## config.mk

```make
export PLATFORM = sky130hd
export DESIGN_NAME = ppm_link_power
export DESIGN_NICKNAME = d
export VERILOG_FILES = /design/src/hdl/ppm_pkg.sv /design/src/hdl/ppm_timer.sv /design/src/hdl/ppm_link_power.sv
export SDC_FILE = /design/constraint.sdc
export NUM_CORES = 1
export LEC_CHECK = 0
export ABC_AREA = 1
export BUFFER_PORTS_ARGS = -buffer_cell sky130_fd_sc_hd__buf_2
export CAP_MARGIN = 20
export CORE_ASPECT_RATIO = 0.7
export CORE_UTILIZATION = 47
export CTS_CLUSTER_DIAMETER = 50
export DETAILED_ROUTE_END_ITERATION = 8
export PLACE_DENSITY = 0.82
export REMOVE_ABC_BUFFERS = 1
export SYNTH_ARGS = -nofsm -noshare
export SYNTH_HDL_FRONTEND = slang
export SYNTH_SLANG_ARGS = --single-unit
export TNS_END_PERCENT = 50
```

## constraint.sdc

```tcl
create_clock -name clock_i -period 1.6 [get_ports clock_i]
set_input_delay 0.24 -clock clock_i [delete_from_list [all_inputs] [get_ports clock_i]]
set_output_delay 0.24 -clock clock_i [all_outputs]
set_load 0.03 [all_outputs]
```

## src/hdl/ppm_pkg.sv

```systemverilog
/*
 * ppm_pkg: constants, enumerations and carriers shared by the copper port
 * power and link manager, its property checks, partner model and bench.
 * assumes a single 100 MHz reference clock and 16-bit management registers.
 */
package ppm_pkg;

   // reference clock and long intervals
   localparam int unsigned CLK_HZ = 100_000_000;
   localparam int unsigned ED_BURST_S = 5;
   localparam int unsigned WAKE_PERIOD_S = 1;
   localparam int unsigned ED_BURST_CYC = ED_BURST_S * CLK_HZ;
   localparam int unsigned WAKE_PERIOD_CYC = WAKE_PERIOD_S * CLK_HZ;

   // basic control register field positions
   localparam int unsigned CTL_RESET_BIT = 15;
   localparam int unsigned CTL_SPEED_LSB_BIT = 13;
   localparam int unsigned CTL_ANEG_EN_BIT = 12;
   localparam int unsigned CTL_PDOWN_BIT = 11;
   localparam int unsigned CTL_RESTART_BIT = 9;
   localparam int unsigned CTL_DUPLEX_BIT = 8;
   localparam int unsigned CTL_SPEED_MSB_BIT = 6;

   // port-specific control register: energy-detect mode field
   localparam int unsigned PSC_ED_HI_BIT = 9;
   localparam int unsigned PSC_ED_LO_BIT = 8;
   localparam logic [1:0] ED_MODE_PLAIN = 2'h2;
   localparam logic [1:0] ED_MODE_ENHANCED = 2'h3;

   // values after reset, before the hardware defaults are loaded
   localparam logic [15:0] CTL_RESET_VAL = 16'h1000;
   localparam logic [15:0] PSC_RESET_VAL = 16'h0000;
   localparam logic [15:0] NP_RESET_VAL = 16'h0000;

   // forced speed select encoding {msb, lsb}
   localparam logic [1:0] FSEL_10 = 2'h0;
   localparam logic [1:0] FSEL_100 = 2'h1;
   localparam logic [1:0] FSEL_1000 = 2'h2;

   typedef enum logic [1:0] {
      SPD_10,
      SPD_100,
      SPD_1000
   } ppm_speed_e;

   typedef enum logic [1:0] {
      PWR_D0,
      PWR_D0U,
      PWR_D3
   } ppm_pwr_e;

   // resolved or forced link operating point
   typedef struct packed {
      ppm_speed_e speed;
      logic full_duplex;
      logic master;
   } ppm_link_s;

   // advertised abilities sent in the base and next pages
   typedef struct packed {
      logic adv_1000;
      logic adv_100;
      logic adv_10;
      logic pause;
      logic np_able;
   } ppm_adv_s;

endpackage

```

## src/hdl/ppm_timer.sv

```systemverilog
/*
 * ppm_timer: interval counter for the pulse burst and the wake-pulse period.
 * assumes start wins over run, and done is a one-cycle registered pulse.
 */
`timescale 1ns/100ps
module ppm_timer #(
   parameter int unsigned CYCLES = 100
) (
   // clock and reset
   input wire logic clock_i,
   input wire logic reset_n_i,
   // control
   input wire logic start_i,
   input wire logic run_i,
   // status
   output logic done_o
);
   localparam logic [31:0] LAST = 32'(CYCLES - 1);

   logic [31:0] cnt_reg;
   logic [31:0] cnt_next;
   logic done_reg;
   logic at_last;

   assign at_last = (cnt_reg == LAST);
   // wraps so that a free-running period needs no restart
   assign cnt_next = (start_i || !run_i || at_last) ? 32'h0000_0000 : cnt_reg + 32'h0000_0001;

   always_ff @(posedge clock_i)
   begin
      if (!reset_n_i)
      begin
         cnt_reg <= 32'h0000_0000;
         done_reg <= 1'b0;
      end
      else
      begin
         cnt_reg <= cnt_next;
         done_reg <= run_i && !start_i && at_last;
      end
   end

   assign done_o = done_reg;

endmodule // ppm_timer

```

## src/hdl/ppm_link_power.sv

```systemverilog
/*
 * ppm_link_power: link setup (negotiation, parallel detect, forced) and power
 * modes (energy detect, power-down, low-state speed reduction) for one port.
 * assumes synchronous line activity levels and a separate page exchange engine.
 */
`timescale 1ns/100ps

module ppm_link_power
   import ppm_pkg::*;
#(
   parameter int unsigned BURST_CYCLES = ppm_pkg::ED_BURST_CYC,
   parameter int unsigned WAKE_CYCLES = ppm_pkg::WAKE_PERIOD_CYC
) (
   // clock and reset
   input wire logic clock_i,
   input wire logic reset_n_i,
   // hardware default values for the control registers
   input wire logic [15:0] hw_ctl_default_i,
   input wire logic [15:0] hw_psc_default_i,
   // management writes
   input wire logic ctl_wr_i,
   input wire logic [15:0] ctl_wdata_i,
   input wire logic psc_wr_i,
   input wire logic [15:0] psc_wdata_i,
   input wire logic np_tx_wr_i,
   input wire logic [15:0] np_tx_wdata_i,
   input wire logic local_np_able_i,
   input wire logic force_master_i,
   // host power state
   input wire ppm_pkg::ppm_pwr_e mac_pwr_i,
   input wire logic link_required_i,
   input wire logic phy_speed_mgmt_enable_i,
   // line activity from the front end and negotiation engine
   input wire logic rx_energy_i,
   input wire logic rx_mlt3_i,
   input wire logic rx_nlp_i,
   input wire logic an_done_i,
   input wire ppm_pkg::ppm_link_s an_result_i,
   input wire logic lp_np_able_i,
   input wire logic np_rx_valid_i,
   input wire logic [15:0] np_rx_data_i,
   input wire logic link_ok_i,
   // register views
   output logic [15:0] ctl_o,
   output logic [15:0] psc_o,
   output logic [15:0] np_tx_o,
   output logic [15:0] np_rx_o,
   // line control
   output logic tx_flp_o,
   output logic tx_nlp_o,
   output logic pdown_o,
   output logic ed_monitor_o,
   output logic mdix_auto_o,
   output logic np_exchange_o,
   output ppm_pkg::ppm_adv_s adv_o,
   // link status
   output logic link_up_o,
   output ppm_pkg::ppm_link_s link_o,
   output logic link_pd_o,
   output logic pd_fault_o,
   output logic speed_reduced_o
);
   typedef enum logic [2:0] {
      ST_LOAD,
      ST_PDOWN,
      ST_ANEG,
      ST_ED_MON,
      ST_FORCED,
      ST_LINK
   } ppm_state_e;

   ppm_state_e state_reg, state_next;
   logic [15:0] ctl_reg, psc_reg, np_tx_reg, np_rx_reg;
   logic slow_reg, slow_next, mac_low_reg, pd_reg, pd_next, fault_reg;
   ppm_link_s link_reg, link_next;
   logic tx_flp_reg, tx_nlp_reg, pdown_reg, ed_mon_reg, mdix_reg, np_ex_reg, link_up_reg;
   ppm_adv_s adv_reg;

   // decoded control
   logic [1:0] ed_mode, fsel;
   logic ed_enabled, ed_enhanced, aneg_en, soft_reset, restart;
   ppm_link_s forced_link;
   logic mac_low, low_no_link, low_entry_link, d0_return, want_pdown;
   logic pd_single, pd_both, start_aneg, burst_done, wake_done, wake_run;

   assign ed_mode = {psc_reg[PSC_ED_HI_BIT], psc_reg[PSC_ED_LO_BIT]};
   assign ed_enabled = (ed_mode == ED_MODE_PLAIN) || (ed_mode == ED_MODE_ENHANCED);
   assign ed_enhanced = (ed_mode == ED_MODE_ENHANCED);
   assign aneg_en = ctl_reg[CTL_ANEG_EN_BIT];
   assign soft_reset = ctl_reg[CTL_RESET_BIT];
   assign restart = ctl_reg[CTL_RESTART_BIT];
   assign fsel = {ctl_reg[CTL_SPEED_MSB_BIT], ctl_reg[CTL_SPEED_LSB_BIT]};

   // forced operating point: speed, duplex and master from management
   assign forced_link.speed = (fsel == FSEL_1000) ? SPD_1000 :
                              (fsel == FSEL_100) ? SPD_100 : SPD_10;
   assign forced_link.full_duplex = ctl_reg[CTL_DUPLEX_BIT];
   assign forced_link.master = force_master_i;

   // host power events
   assign mac_low = (mac_pwr_i == PWR_D3) || (mac_pwr_i == PWR_D0U);
   assign low_no_link = mac_low && !link_required_i;
   assign low_entry_link = mac_low && !mac_low_reg && link_required_i;
   assign d0_return = (mac_pwr_i == PWR_D0) && mac_low_reg;
   assign want_pdown = low_no_link || ctl_reg[CTL_PDOWN_BIT];

   // parallel detection: exactly one legacy signalling seen
   assign pd_single = rx_mlt3_i ^ rx_nlp_i;
   assign pd_both = rx_mlt3_i && rx_nlp_i;

   // the burst timer restarts on every entry to negotiation
   assign start_aneg = (state_next == ST_ANEG) && (state_reg != ST_ANEG);
   assign wake_run = (state_reg == ST_ED_MON) && ed_enhanced;

   ppm_timer #(.CYCLES(BURST_CYCLES)) u_burst_timer (
      .clock_i(clock_i), .reset_n_i(reset_n_i), .start_i(start_aneg),
      .run_i(state_reg == ST_ANEG), .done_o(burst_done)
   );

   ppm_timer #(.CYCLES(WAKE_CYCLES)) u_wake_timer (
      .clock_i(clock_i), .reset_n_i(reset_n_i), .start_i(1'b0),
      .run_i(wake_run), .done_o(wake_done)
   );

   // link state sequencing
   always_comb
   begin
      state_next = state_reg;
      slow_next = slow_reg;
      pd_next = pd_reg;
      link_next = link_reg;
      unique case (state_reg)
         ST_LOAD:
         begin
            state_next = aneg_en ? ST_ANEG : ST_FORCED;
         end
         ST_PDOWN:
         begin
            // no detection and no pulses until the host is back in D0
            if (!want_pdown && (mac_pwr_i == PWR_D0 || !mac_low))
            begin
               slow_next = 1'b0;
               state_next = aneg_en ? ST_ANEG : ST_FORCED;
            end
         end
         ST_ANEG:
         begin
            if (!aneg_en)
            begin
               state_next = ST_FORCED;
            end
            else if (an_done_i)
            begin
               link_next = an_result_i;
               pd_next = 1'b0;
               state_next = ST_LINK;
            end
            else if (pd_single)
            begin
               // legacy partner: half duplex whatever it is forced to
               link_next.speed = rx_mlt3_i ? SPD_100 : SPD_10;
               link_next.full_duplex = 1'b0;
               link_next.master = 1'b0;
               pd_next = 1'b1;
               state_next = ST_LINK;
            end
            else if (burst_done)
            begin
               state_next = ed_enabled ? ST_ED_MON : ST_ANEG;
            end
         end
         ST_ED_MON:
         begin
            if (rx_energy_i || !aneg_en)
            begin
               state_next = aneg_en ? ST_ANEG : ST_FORCED;
            end
         end
         ST_FORCED:
         begin
            link_next = forced_link;
            pd_next = 1'b0;
            if (aneg_en)
            begin
               state_next = ST_ANEG;
            end
         end
         ST_LINK:
         begin
            if (!link_ok_i)
            begin
               state_next = ST_ANEG;
            end
            else if (low_entry_link && phy_speed_mgmt_enable_i
                     && link_reg.speed == SPD_1000)
            begin
               slow_next = 1'b1;
               state_next = ST_ANEG;
            end
            else if (d0_return && slow_reg)
            begin
               slow_next = 1'b0;
               state_next = ST_ANEG;
            end
            // speed management off: the link simply stays as it is
         end
      endcase
      // power-down and port reset override every state except ST_LOAD
      if (state_reg != ST_LOAD)
      begin
         if (want_pdown)
         begin
            state_next = ST_PDOWN;
         end
         else if (soft_reset || (restart && aneg_en))
         begin
            state_next = aneg_en ? ST_ANEG : ST_FORCED;
         end
      end
      // a fresh session forgets how the last link came up
      if (state_next == ST_ANEG)
         pd_next = 1'b0;
   end

   // control registers: hardware defaults first, management afterwards
   always_ff @(posedge clock_i)
   begin
      if (!reset_n_i)
      begin
         ctl_reg <= CTL_RESET_VAL;
         psc_reg <= PSC_RESET_VAL;
         np_tx_reg <= NP_RESET_VAL;
      end
      else if (state_reg == ST_LOAD)
      begin
         // writes in the load cycle are dropped so the defaults stand
         ctl_reg <= hw_ctl_default_i;
         psc_reg <= hw_psc_default_i;
      end
      else
      begin
         if (ctl_wr_i)
            ctl_reg <= ctl_wdata_i;
         else
         begin
            // reset and restart are self-clearing commands
            ctl_reg[CTL_RESET_BIT] <= 1'b0;
            ctl_reg[CTL_RESTART_BIT] <= 1'b0;
         end
         if (psc_wr_i)
            psc_reg <= psc_wdata_i;
         if (np_tx_wr_i)
            np_tx_reg <= np_tx_wdata_i;
      end
   end

   // state, status and received next page
   always_ff @(posedge clock_i)
   begin
      if (!reset_n_i)
      begin
         state_reg <= ST_LOAD;
         slow_reg <= 1'b0;
         mac_low_reg <= 1'b0;
         pd_reg <= 1'b0;
         fault_reg <= 1'b0;
         link_reg <= '0;
         np_rx_reg <= NP_RESET_VAL;
      end
      else
      begin
         state_reg <= state_next;
         slow_reg <= slow_next;
         mac_low_reg <= mac_low;
         pd_reg <= pd_next;
         link_reg <= link_next;
         // fault holds while both signallings persist during negotiation
         fault_reg <= (state_next == ST_ANEG) && pd_both;
         if (np_rx_valid_i && np_ex_reg)
         begin
            np_rx_reg <= np_rx_data_i;
         end
      end
   end

   // registered line controls
   always_ff @(posedge clock_i)
   begin
      if (!reset_n_i)
      begin
         tx_flp_reg <= 1'b0;
         tx_nlp_reg <= 1'b0;
         pdown_reg <= 1'b0;
         ed_mon_reg <= 1'b0;
         mdix_reg <= 1'b0;
         np_ex_reg <= 1'b0;
         link_up_reg <= 1'b0;
         adv_reg <= '0;
      end
      else
      begin
         // fast pulses stop once a single legacy signalling is seen
         tx_flp_reg <= (state_next == ST_ANEG) && !pd_single;
         tx_nlp_reg <= wake_done && ed_enhanced && (state_next == ST_ED_MON);
         pdown_reg <= (state_next == ST_PDOWN);
         ed_mon_reg <= (state_next == ST_ED_MON);
         mdix_reg <= aneg_en && (state_next != ST_FORCED);
         np_ex_reg <= local_np_able_i && lp_np_able_i && (state_next == ST_ANEG);
         link_up_reg <= ((state_next == ST_LINK) || (state_next == ST_FORCED))
                        && link_ok_i;
         adv_reg.adv_1000 <= !slow_next;
         adv_reg.adv_100 <= 1'b1;
         adv_reg.adv_10 <= 1'b1;
         adv_reg.pause <= 1'b1;
         adv_reg.np_able <= local_np_able_i;
      end
   end

   assign ctl_o = ctl_reg;
   assign psc_o = psc_reg;
   assign np_tx_o = np_tx_reg;
   assign np_rx_o = np_rx_reg;
   assign tx_flp_o = tx_flp_reg;
   assign tx_nlp_o = tx_nlp_reg;
   assign pdown_o = pdown_reg;
   assign ed_monitor_o = ed_mon_reg;
   assign mdix_auto_o = mdix_reg;
   assign np_exchange_o = np_ex_reg;
   assign adv_o = adv_reg;
   assign link_up_o = link_up_reg;
   assign link_o = link_reg;
   assign link_pd_o = pd_reg;
   assign pd_fault_o = fault_reg;
   assign speed_reduced_o = slow_reg;

endmodule // ppm_link_power

```

==> results.md, run 1 <==
- Iter 0 DRT Violations: 992
- CP endpoint kind: flop
- Slew headroom: 0.635
- Layout cells sized above 1: 0.387
- Yosys warns: 0
- Commonest non-fill, non-tap cell in the layout: buf_2
- Outcome: finished, violations left
- Die Y: 105 um
- Synth top area cells: dfxtp_1 43%, nand2_1 9.3%, nor2_1 8.6%
- Fin crit share: 1.06
- Worst setup SP type: flop
- Grt total ovfl: 0
- Skew final: 12.2 ps
- Post-DP HPWL: 15200 um
- RD Place Congestion: 0.959
- Worst EP arrival: 2020 ps
- Worst VDD drop: 1.05 mV
- Tightest Hold Check Type: primary input to flop
- CTS tree: yes
- Initial antenna violation count: 1
- Met2 wire length: 11400 um
- Cell Area, Placed: 8740 sq um
- Clk root buf: clkbuf_16
- Worst setup margin: -92.2 ps
- Crit path max fanout: 4
- Syn Inst Count: 999
- Vias in the first global route: 7106
- Non-Filler Instances: 1493
- Total wire length: 24000 um
- Drt via density: 5.47
- Die width: 149 um
- Post-Syn Area: 7080 sq um
- Fin area: 10100 sq um
- Min cycle time layout: 1690 ps
- Clock sink count: 151
- Design Power: 13.9 mW
- RSZ-0062 raised after global routing: true
- Fmax achieved: 0.591 GHz
- Worst Path Required: 1930 ps
- Endpoints failing hold: 0
- Worst Tran Pin Value: 547 ps
- DR DRC count: 0
- Total number of vias: 8167
- Most frequent cells in the layout: 200 x buf_2, 160 x nand2_1, 143 x nor2_1, 117 x dfxtp_1, 90 x buf_4
- Met3 WL post-DR: 2050 um
- Max Cap Viol: 0
- Worst-path clk slew: 70 ps
- DIE AREA: 15600 sq um
- I/O pin total: 201
- Place WS: -94.1 ps
- CP Cell Sequence: nand2_2 -> nor3_4 -> buf_6 -> nand3_4 -> nor2_4 -> nand4_1 -> nor2_1 -> nand3_1 -> nand2_1 -> nor2_1
- Routed wire per std cell: 16.0 um
- Unique masters post-synth: 43
- Crit-path max cell delay: 380 ps
- Top-area cell type share of the netlist area: 0.427
- Area growth syn-to-layout: 43.1%
- Met1 WL: 9840 um
- Slowest stage cell, crit path: dfxtp_4
- #FFs+latches synth: 151
- Largest net degree at the start of global routing: 45
- Final Slew Violations: 0
- Max layer used: met4
- CTS Buf Count: 17
- Hold_buf cts: 0
- CORE AREA: 14700 sq um
- Failing checks: setup timing
- First-pass GRT wire length: 34400 um
- Detail Route Antenna Nets: 0
- Power Dens Cells: 1380 nW/um^2
- Nets: 1406
- Worst-skew pair later-pin latency: 440 ps
- Avg Inst Size Synth: 7.08 sq um
- GR Util All Layers: 0.275
- Port Buffers: 200
- H-tree levels: 4
- Crit path kind: flop to flop
- Sequential fraction of the synthesis area: 0.427
- 1st-pass router iterations: 6
- Leakage: 4.35 nW
- Largest area contributor in the netlist: dfxtp_1
- Starting Density: 0.481
- Clock Path Buffers: 2
- Placed cell count: 1431
- Cell Rows: 37
- Most common cell on crit path: nor2_1
- Final setup viols: 13
[cell usage after synthesis]
cell      number
nand2_1      175
nor2_1       163
dfxtp_1      151
inv_1        103
nand3_1       95
o21ai_0       55
nor3_1        38
a21oi_1       37
a31oi_1       32
nand4_1       29
clkbuf_1      22
nand2_2        9
xor2_1         9
nor3_2         7
buf_4          6
nor2_2         6
or2_0          6
nand3_2        5
nor2_4         5
buf_2          4
ha_1           4
inv_2          4
o21a_1         4
buf_1          3
nor3_4         3
xnor2_1        3
a21oi_2        2
nor3b_2        2
nor4_1         2
or2_2          2
a211oi_1       1
a21boi_1       1
a21o_1         1
a41oi_1        1
and3_1         1
buf_6          1
nand2_4        1
nand4_2        1
nor2b_1        1
o211ai_1       1
o21ai_1        1
o21ai_2        1
o21bai_1       1
[per-layer routing]
layer,up-vias,track usage
met4,0,0.0854
met3,77,0.0511
li1,3865,-
met2,493,0.461
met1,3732,0.356
met5,-,0
[worst paths after layout]
kind                              endpoint  slack [ps]  cells past startpoint                     from
setup / recovery  u_wake_timer.cnt_reg[26]         -90                     10  u_wake_timer.cnt_reg[4]
hold / removal                    adv_o[0]          10                      3          local_np_able_i
setup reg to reg  u_wake_timer.cnt_reg[26]         -90                     10  u_wake_timer.cnt_reg[4]
hold reg to reg                   tx_nlp_o         460                      2      u_wake_timer.done_o
[through the flow]
step	utilization	hold WS (ps)	setup TNS [ps]
floorplan	-	268	-53200
global placement	0.594	434	-216
detailed placement	0.594	438	-546
CTS	0.643	21.3	-47.7
global route	0.688	41.5	-3590
finish	0.688	14.1	-483
[cell families (layout without fill, tap and decap cells)]
family                     after synthesis  count (layout)  synth area share
DFF                                    151             151             0.427
AOI/OAI and AO/OA                      138             138             0.109
xor gates and xnor gates                12              12            0.0149
adders and majority gates                4               4           0.00707
other                                    0               1                 0
and+or+nand+nor                        551             551             0.362
buffers and inverters                  143             441            0.0808
[power breakdown]
| group | leakage, nW | total [mW] | internal (mW) | switching (mW) |
|---|---|---|---|---|
| Clock | 0.285 | 4.09 | 2.22 | 1.87 |
| Sequential | 1.25 | 4.82 | 4.37 | 0.445 |
| Combinational | 2.82 | 5.03 | 1.67 | 3.36 |
[area by class of cell]
| class | instances | area [sq um] |
|---|---|---|
| Antenna cell | 1 | 2.50 |
| Clock buffer | 17 | 425 |
| Clock inverter | 15 | 159 |
| Fill cell | 1090 | 4600 |
| Inverter | 107 | 418 |
| Multi-Input combinational cell | 705 | 3920 |
| Sequential cell | 151 | 3090 |
| Tap cell | 195 | 244 |
| Timing Repair Buffer | 302 | 1870 |
[what timing repair did]
item	4_1_cts	5_1_grt
cloned	0	3
setup buffers	7	19
resized for setup	24	149
setup endpoints to repair	22	96
pin swaps	9	45
[worst max-delay path: cells and delay by family (launching register included)]
family,cells,cell delay [ps]
and+or+nand+nor,9,1040
DFF,1,380
buffers and inverters,1,140
(Power assumes the default switching activity.)
==> run 2, diff against run 1 <==
--- a/config.mk
+++ b/config.mk
@@ -9,6 +9,7 @@
 export BUFFER_PORTS_ARGS = -buffer_cell sky130_fd_sc_hd__buf_2
 export CAP_MARGIN = 20
 export CORE_ASPECT_RATIO = 0.7
+export CORE_MARGIN = 2
 export CORE_UTILIZATION = 47
 export CTS_CLUSTER_DIAMETER = 50
 export DETAILED_ROUTE_END_ITERATION = 8
==> run 2 against run 1 <==
Compared with the run above: the flow still finishes with violations (setup timing); sequential cell count did not move; cell count fell by 0.13%; cell area fell by 2.3%; first-iteration DRC count fell by 16%; die area rose by 3.3%; global-route usage fell by 1.2 points; register-to-register slack got worse by 60 ps; critical path type unchanged; critical endpoint is now u_wake_timer.cnt_reg[11]; largest cell class unchanged; largest power group unchanged.
==> results.md, run 2 (synthesis results as in run 1) <==
- Layout cells sized above 1: 0.360
- CP endpoint kind: flop
- DR DRC count: 0
- Worst setup margin: -152 ps
- H-tree levels: 4
- I/O pin total: 201
- CORE AREA: 14700 sq um
- Vias in the first global route: 7124
- Die Y: 107 um
- Design Power: 13.5 mW
- Final TNS setup: -1250 ps
- Worst VDD drop: 0.936 mV
- Drt via density: 5.37
- Fmax achieved: 0.571 GHz
- Failing checks: setup timing
- Tightest Hold Check Type: primary input to flop
- Final setup viols: 17
- Iter 0 DRT Violations: 837
- First-pass GRT wire length: 33900 um
- Filler cell count: 1120
- Port Buffers: 200
- Grt total ovfl: 0
- Fin area: 9900 sq um
- Slew headroom: 0.655
- Crit path max-delay family: simple AND/OR/NAND/NOR gates
- Worst EP arrival: 2070 ps
- Worst Setup EP: u_wake_timer.cnt_reg[11]
- Largest net degree at the start of global routing: 47
- Cell Area, Placed: 8730 sq um
- Endpoints failing hold: 0
- Worst R2R Setup Slack: -150 ps
- CTS tree: yes
- Placed cell count: 1431
- Fin util: 0.672
- Post-DP HPWL: 15400 um
- Hold_buf cts: 0
- Register Area: 3060 sq um
- DIE AREA: 16100 sq um
- Power Dens Cells: 1360 nW/um^2
- Crit path max fanout: 8
- Initial antenna violation count: 2
- GR Util All Layers: 0.263
- Non-Filler Instances: 1491
- Worst-path clk slew: 70 ps
- Worst Path Required: 1910 ps
- 1st-pass router iterations: 8
- Slowest stage cell, crit path: dfxtp_1
- RD Place Congestion: 0.937
- Crit-path max cell delay: 350 ps
- Nets: 1403
- CTS Buf Count: 17
- Area of the multi-input gates: 3800 sq um
- Fin crit share: 1.10
- Outcome: finished, violations left
- Area growth syn-to-layout: 39.8%
- Crit path kind: flop to flop
- Max Cap Viol: 0
- Detail Route Antenna Nets: 0
- R2R Path Start: u_wake_timer.cnt_reg[21]
- Worst Tran Pin Value: 517 ps
- Crit. Startpoint: u_wake_timer.cnt_reg[21]
- Leakage: 4.28 nW
- RSZ-0062 raised after global routing: true
- Final Slew Violations: 0
- Starting Density: 0.481
- Min cycle time layout: 1750 ps
- Clock Path Buffers: 2
- Cell count along the critical path: 9
- Skew final: 9.20 ps
- Worst setup SP type: flop
- Clk root buf: clkbuf_16
- Clock sink count: 151
- Most frequent cells in the layout: 200 x buf_2, 162 x nand2_1, 149 x nor2_1, 124 x dfxtp_1
- Die width: 151 um
- CP Cell Sequence: nand2_1 -> nor3_4 -> nand3_1 -> nor2_2 -> nand3_2 -> nand2_4 -> clkinvlp_4 -> o21ai_1 -> a21oi_1
- Routed wire per std cell: 15.6 um
- R2R depth: 9
- Total wire length: 23300 um
- Reg2reg end: u_wake_timer.cnt_reg[11]
- Commonest non-fill, non-tap cell in the layout: buf_2
- Cell Rows: 37
- Bufs and invs on worst path: 1
- Worst-skew pair later-pin latency: 430 ps
- Total number of vias: 8007
-- run 2: worst min-delay path by stage --
| stage | start | to | slack [ps] | depth (start not counted) |
|---|---|---|---|---|
| 4_1_cts | local_np_able_i | adv_o[0] | 10 | 3 |
| 2_1_floorplan | reset_n_i | adv_o[2] | 270 | 0 |
| 3_5_place_dp | u_wake_timer.cnt_reg[0] | u_wake_timer.cnt_reg[0] | 440 | 1 |
| 6_report | local_np_able_i | adv_o[0] | 40 | 3 |
| 5_1_grt | local_np_able_i | adv_o[0] | 60 | 3 |
| 3_3_place_gp | u_wake_timer.cnt_reg[0] | u_wake_timer.cnt_reg[0] | 430 | 1 |
-- run 2: layout make-up --
cell class,count,share of cell area
multi-input combinational,706,0.384
sequential,151,0.309
timing repair buffer,298,0.183
clock buffer,19,0.0458
inverter,107,0.0416
tap,195,0.0247
clock inverter,13,0.0111
antenna,2,0.000506
-- run 2: what timing repair did --
action                                  4_1_cts  5_1_grt
cloned                                        0        3
hold endpoints to repair                      0        0
endpoints found under the setup margin       67       71
setup buffers                                 7       16
pin swaps                                    12       27
resized for setup                            35       86
-- run 2: worst min-delay path, cell delays in order --
cell	delay (ps)
buf_2	70
nand2_1	40
inv_1	70
-- run 2: per-stage QoR --
stage / hold WS, ps / setup slack [ps]
after floorplan: 268 / -1290
after global placement: 429 / -52.5
after detailed placement: 437 / -96.7
after CTS: 12.6 / -28.7
after global routing: 56.5 / -253
final: 38.3 / -152
-- run 2: where the power goes --
part	leakage (nW)	switching, mW	total [mW]	internal (mW)
Clock	0.274	1.73	3.84	2.11
Combinational	2.76	3.33	4.89	1.56
Sequential	1.25	0.380	4.74	4.36
-- run 2: per-layer routing --
metal  part of all wire  routed length (um)  GRT usage
met5                  0                   0          0
met4              0.032                 756      0.126
met3              0.076                1780     0.0549
met2               0.49               11300      0.436
met1               0.40                9440      0.326
==> run 3, diff against run 2 <==
--- a/config.mk
+++ b/config.mk
@@ -10,10 +10,11 @@
 export CAP_MARGIN = 20
 export CORE_ASPECT_RATIO = 0.7
 export CORE_MARGIN = 2
-export CORE_UTILIZATION = 47
+export CORE_UTILIZATION = 25
 export CTS_CLUSTER_DIAMETER = 50
 export DETAILED_ROUTE_END_ITERATION = 8
-export PLACE_DENSITY = 0.82
+export GPL_TIMING_DRIVEN = 0
+export PLACE_DENSITY = 0.43
 export REMOVE_ABC_BUFFERS = 1
 export SYNTH_ARGS = -nofsm -noshare
 export SYNTH_HDL_FRONTEND = slang
==> run 3 against run 2 <==
Compared with the run above: sequential cell count unchanged; power up 8.3%; core utilization is 31 points lower; worst setup slack better by 130 ps; global-route usage fell by 11 points; critical path depth fell by 1; critical path type unchanged; the run still ends with setup timing left; via count is 7.2% lower; non-clock buffer count decreased by 39.
==> results.md, run 3 (synthesis results as in run 1) <==
- Hold slack: 29.8 ps
- Port Buffers: 200
- Clk root buf: clkbuf_16
- Routed wire per std cell: 14.8 um
- Nets: 1366
- Worst EP arrival: 1990 ps
- Total number of vias: 7427
- Fin util: 0.367
- Max layer used: met5
- R2R Path Start: u_burst_timer.cnt_reg[14]
- Final Slew Violations: 0
- GR Util All Layers: 0.157
- Total wire length: 24100 um
- CTS Buf Count: 17
- Fmax achieved: 0.615 GHz
- Met2 wire length: 10400 um
- Met3 WL post-DR: 1500 um
- Failing checks: setup timing
- H-tree levels: 4
- Most frequent cells in the layout: 199 x buf_2, 159 x nand2_1, 143 x nor2_1, 110 x dfxtp_1, 89 x nand3_1
- Clock Path Buffers: 2
- CTS tree: yes
- Worst-path clk slew: 70 ps
- Grt total ovfl: 0
- Worst Path Required: 1960 ps
- Worst R2R Setup Slack: -30 ps
- Crit. Startpoint: u_burst_timer.cnt_reg[14]
- Die Y: 145 um
- Endpoints failing hold: 0
- Worst VDD drop: 0.675 mV
- Post-DP HPWL: 17000 um
- Outcome: finished, violations left
- Skew final: 11.3 ps
- 1st-pass router iterations: 5
- Area growth syn-to-layout: 44.2%
- CP endpoint kind: flop
- Layout cells sized above 1: 0.368
- Leakage: 4.26 nW
- Crit path max fanout: 4
- First-pass GRT wire length: 36400 um
- Cell Rows: 51
- Drt via density: 4.56
- Largest net degree at the start of global routing: 49
- R2R depth: 8
- Max Cap Viol: 0
- Min cycle time layout: 1630 ps
- Slew headroom: 0.619
- Starting Density: 0.254
- Iter 0 DRT Violations: 476
- Initial antenna violation count: 3
- Tightest Hold Check Type: primary input to flop
- Hold depth: 3
- Worst setup margin: -26.2 ps
- Vias in the first global route: 6722
- CORE AREA: 27800 sq um
- DIE AREA: 29700 sq um
- Commonest non-fill, non-tap cell in the layout: buf_2
- Fin crit share: 1.02
- RSZ-0062 raised after global routing: true
- Crit path kind: flop to flop
- Final setup viols: 3
- DR DRC count: 0
- Detail Route Antenna Nets: 0
- Worst-skew pair later-pin latency: 430 ps
- Worst setup SP type: flop
- Die width: 205 um
- Worst Tran Pin Value: 571 ps
- I/O pin total: 201
- Met1 WL: 11900 um
- Clock sink count: 151
- Hold path startpoint: local_np_able_i
- Power Dens Cells: 1430 nW/um^2
- RD Place Congestion: 0.816
- Place WS: -1390 ps
==> run 3: cell count changes in the layout (fill, tap and decap cells not counted), sizes merged <==
cell and change:
a21oi -1, nand2 +1, bufbuf +1, clkinvlp +6, diode -1, buf -40
clkinv -1, bufinv +4, inv -7
==> run 3: repair_timing <==
action	4_1_cts	5_1_grt
hold buffers	0	0
gates resized for setup	81	114
setup endpoints to repair	117	115
buffers inserted	28	27
pin swaps	17	37
cloned	5	1
==> run 3: path summary, 6_finish.rpt <==
path	to
min reg2reg	u_wake_timer.cnt_reg[0]
min	adv_o[0]
max reg2reg	u_burst_timer.cnt_reg[27]
max	u_burst_timer.cnt_reg[27]
==> run 3: routing by layer <==
layer	up-vias	GRT usage
met5	-	0
met3	24	0.0414
met2	184	0.235
li1	3785	-
met4	4	0.0386
met1	3430	0.224
==> run 3: stage by stage <==
| stage | cell area [sq um] | setup TNS, ps | std cells | power (mW) |
|---|---|---|---|---|
| 6_report | 10200 | -40.2 | 1629 | 14.6 |
| 3_5_place_dp | 8450 | -91280 | 1537 | 9.27 |
| 4_1_cts | 9680 | -165 | 1602 | 14.5 |
| 5_1_grt | 10200 | -1500 | 1629 | 15.4 |
| 2_1_floorplan | 6910 | -53200 | 963 | 7.62 |
| 3_3_place_gp | 8370 | -195000 | 1534 | 7.61 |
==> run 3: area by class of cell <==
cell class,instances,area [sq um]
Antenna cell,1,2.50
Clock buffer,19,453
Clock inverter,13,193
Fill cell,2946,17600
Inverter,107,427
Multi-Input combinational cell,706,3960
Sequential cell,151,3110
Tap cell,371,464
Timing Repair Buffer,259,1570
Timing Repair inverter,2,15.0
==> run 3: where the power goes <==
part | switching, mW | internal (mW)
sequential | 0.386 | 4.36
combinational | 3.53 | 1.88
clock | 1.71 | 2.71
total | 5.63 | 8.96
==> run 3: critical path, cell delays in order (launching register included) <==
cell and delay [ps]:
dfxtp_4 380, nand2_4 60, nor3_4 250, buf_6 140, inv_4 30, nor3_4 170
nand4_1 150, or2_1 260, a21oi_2 120
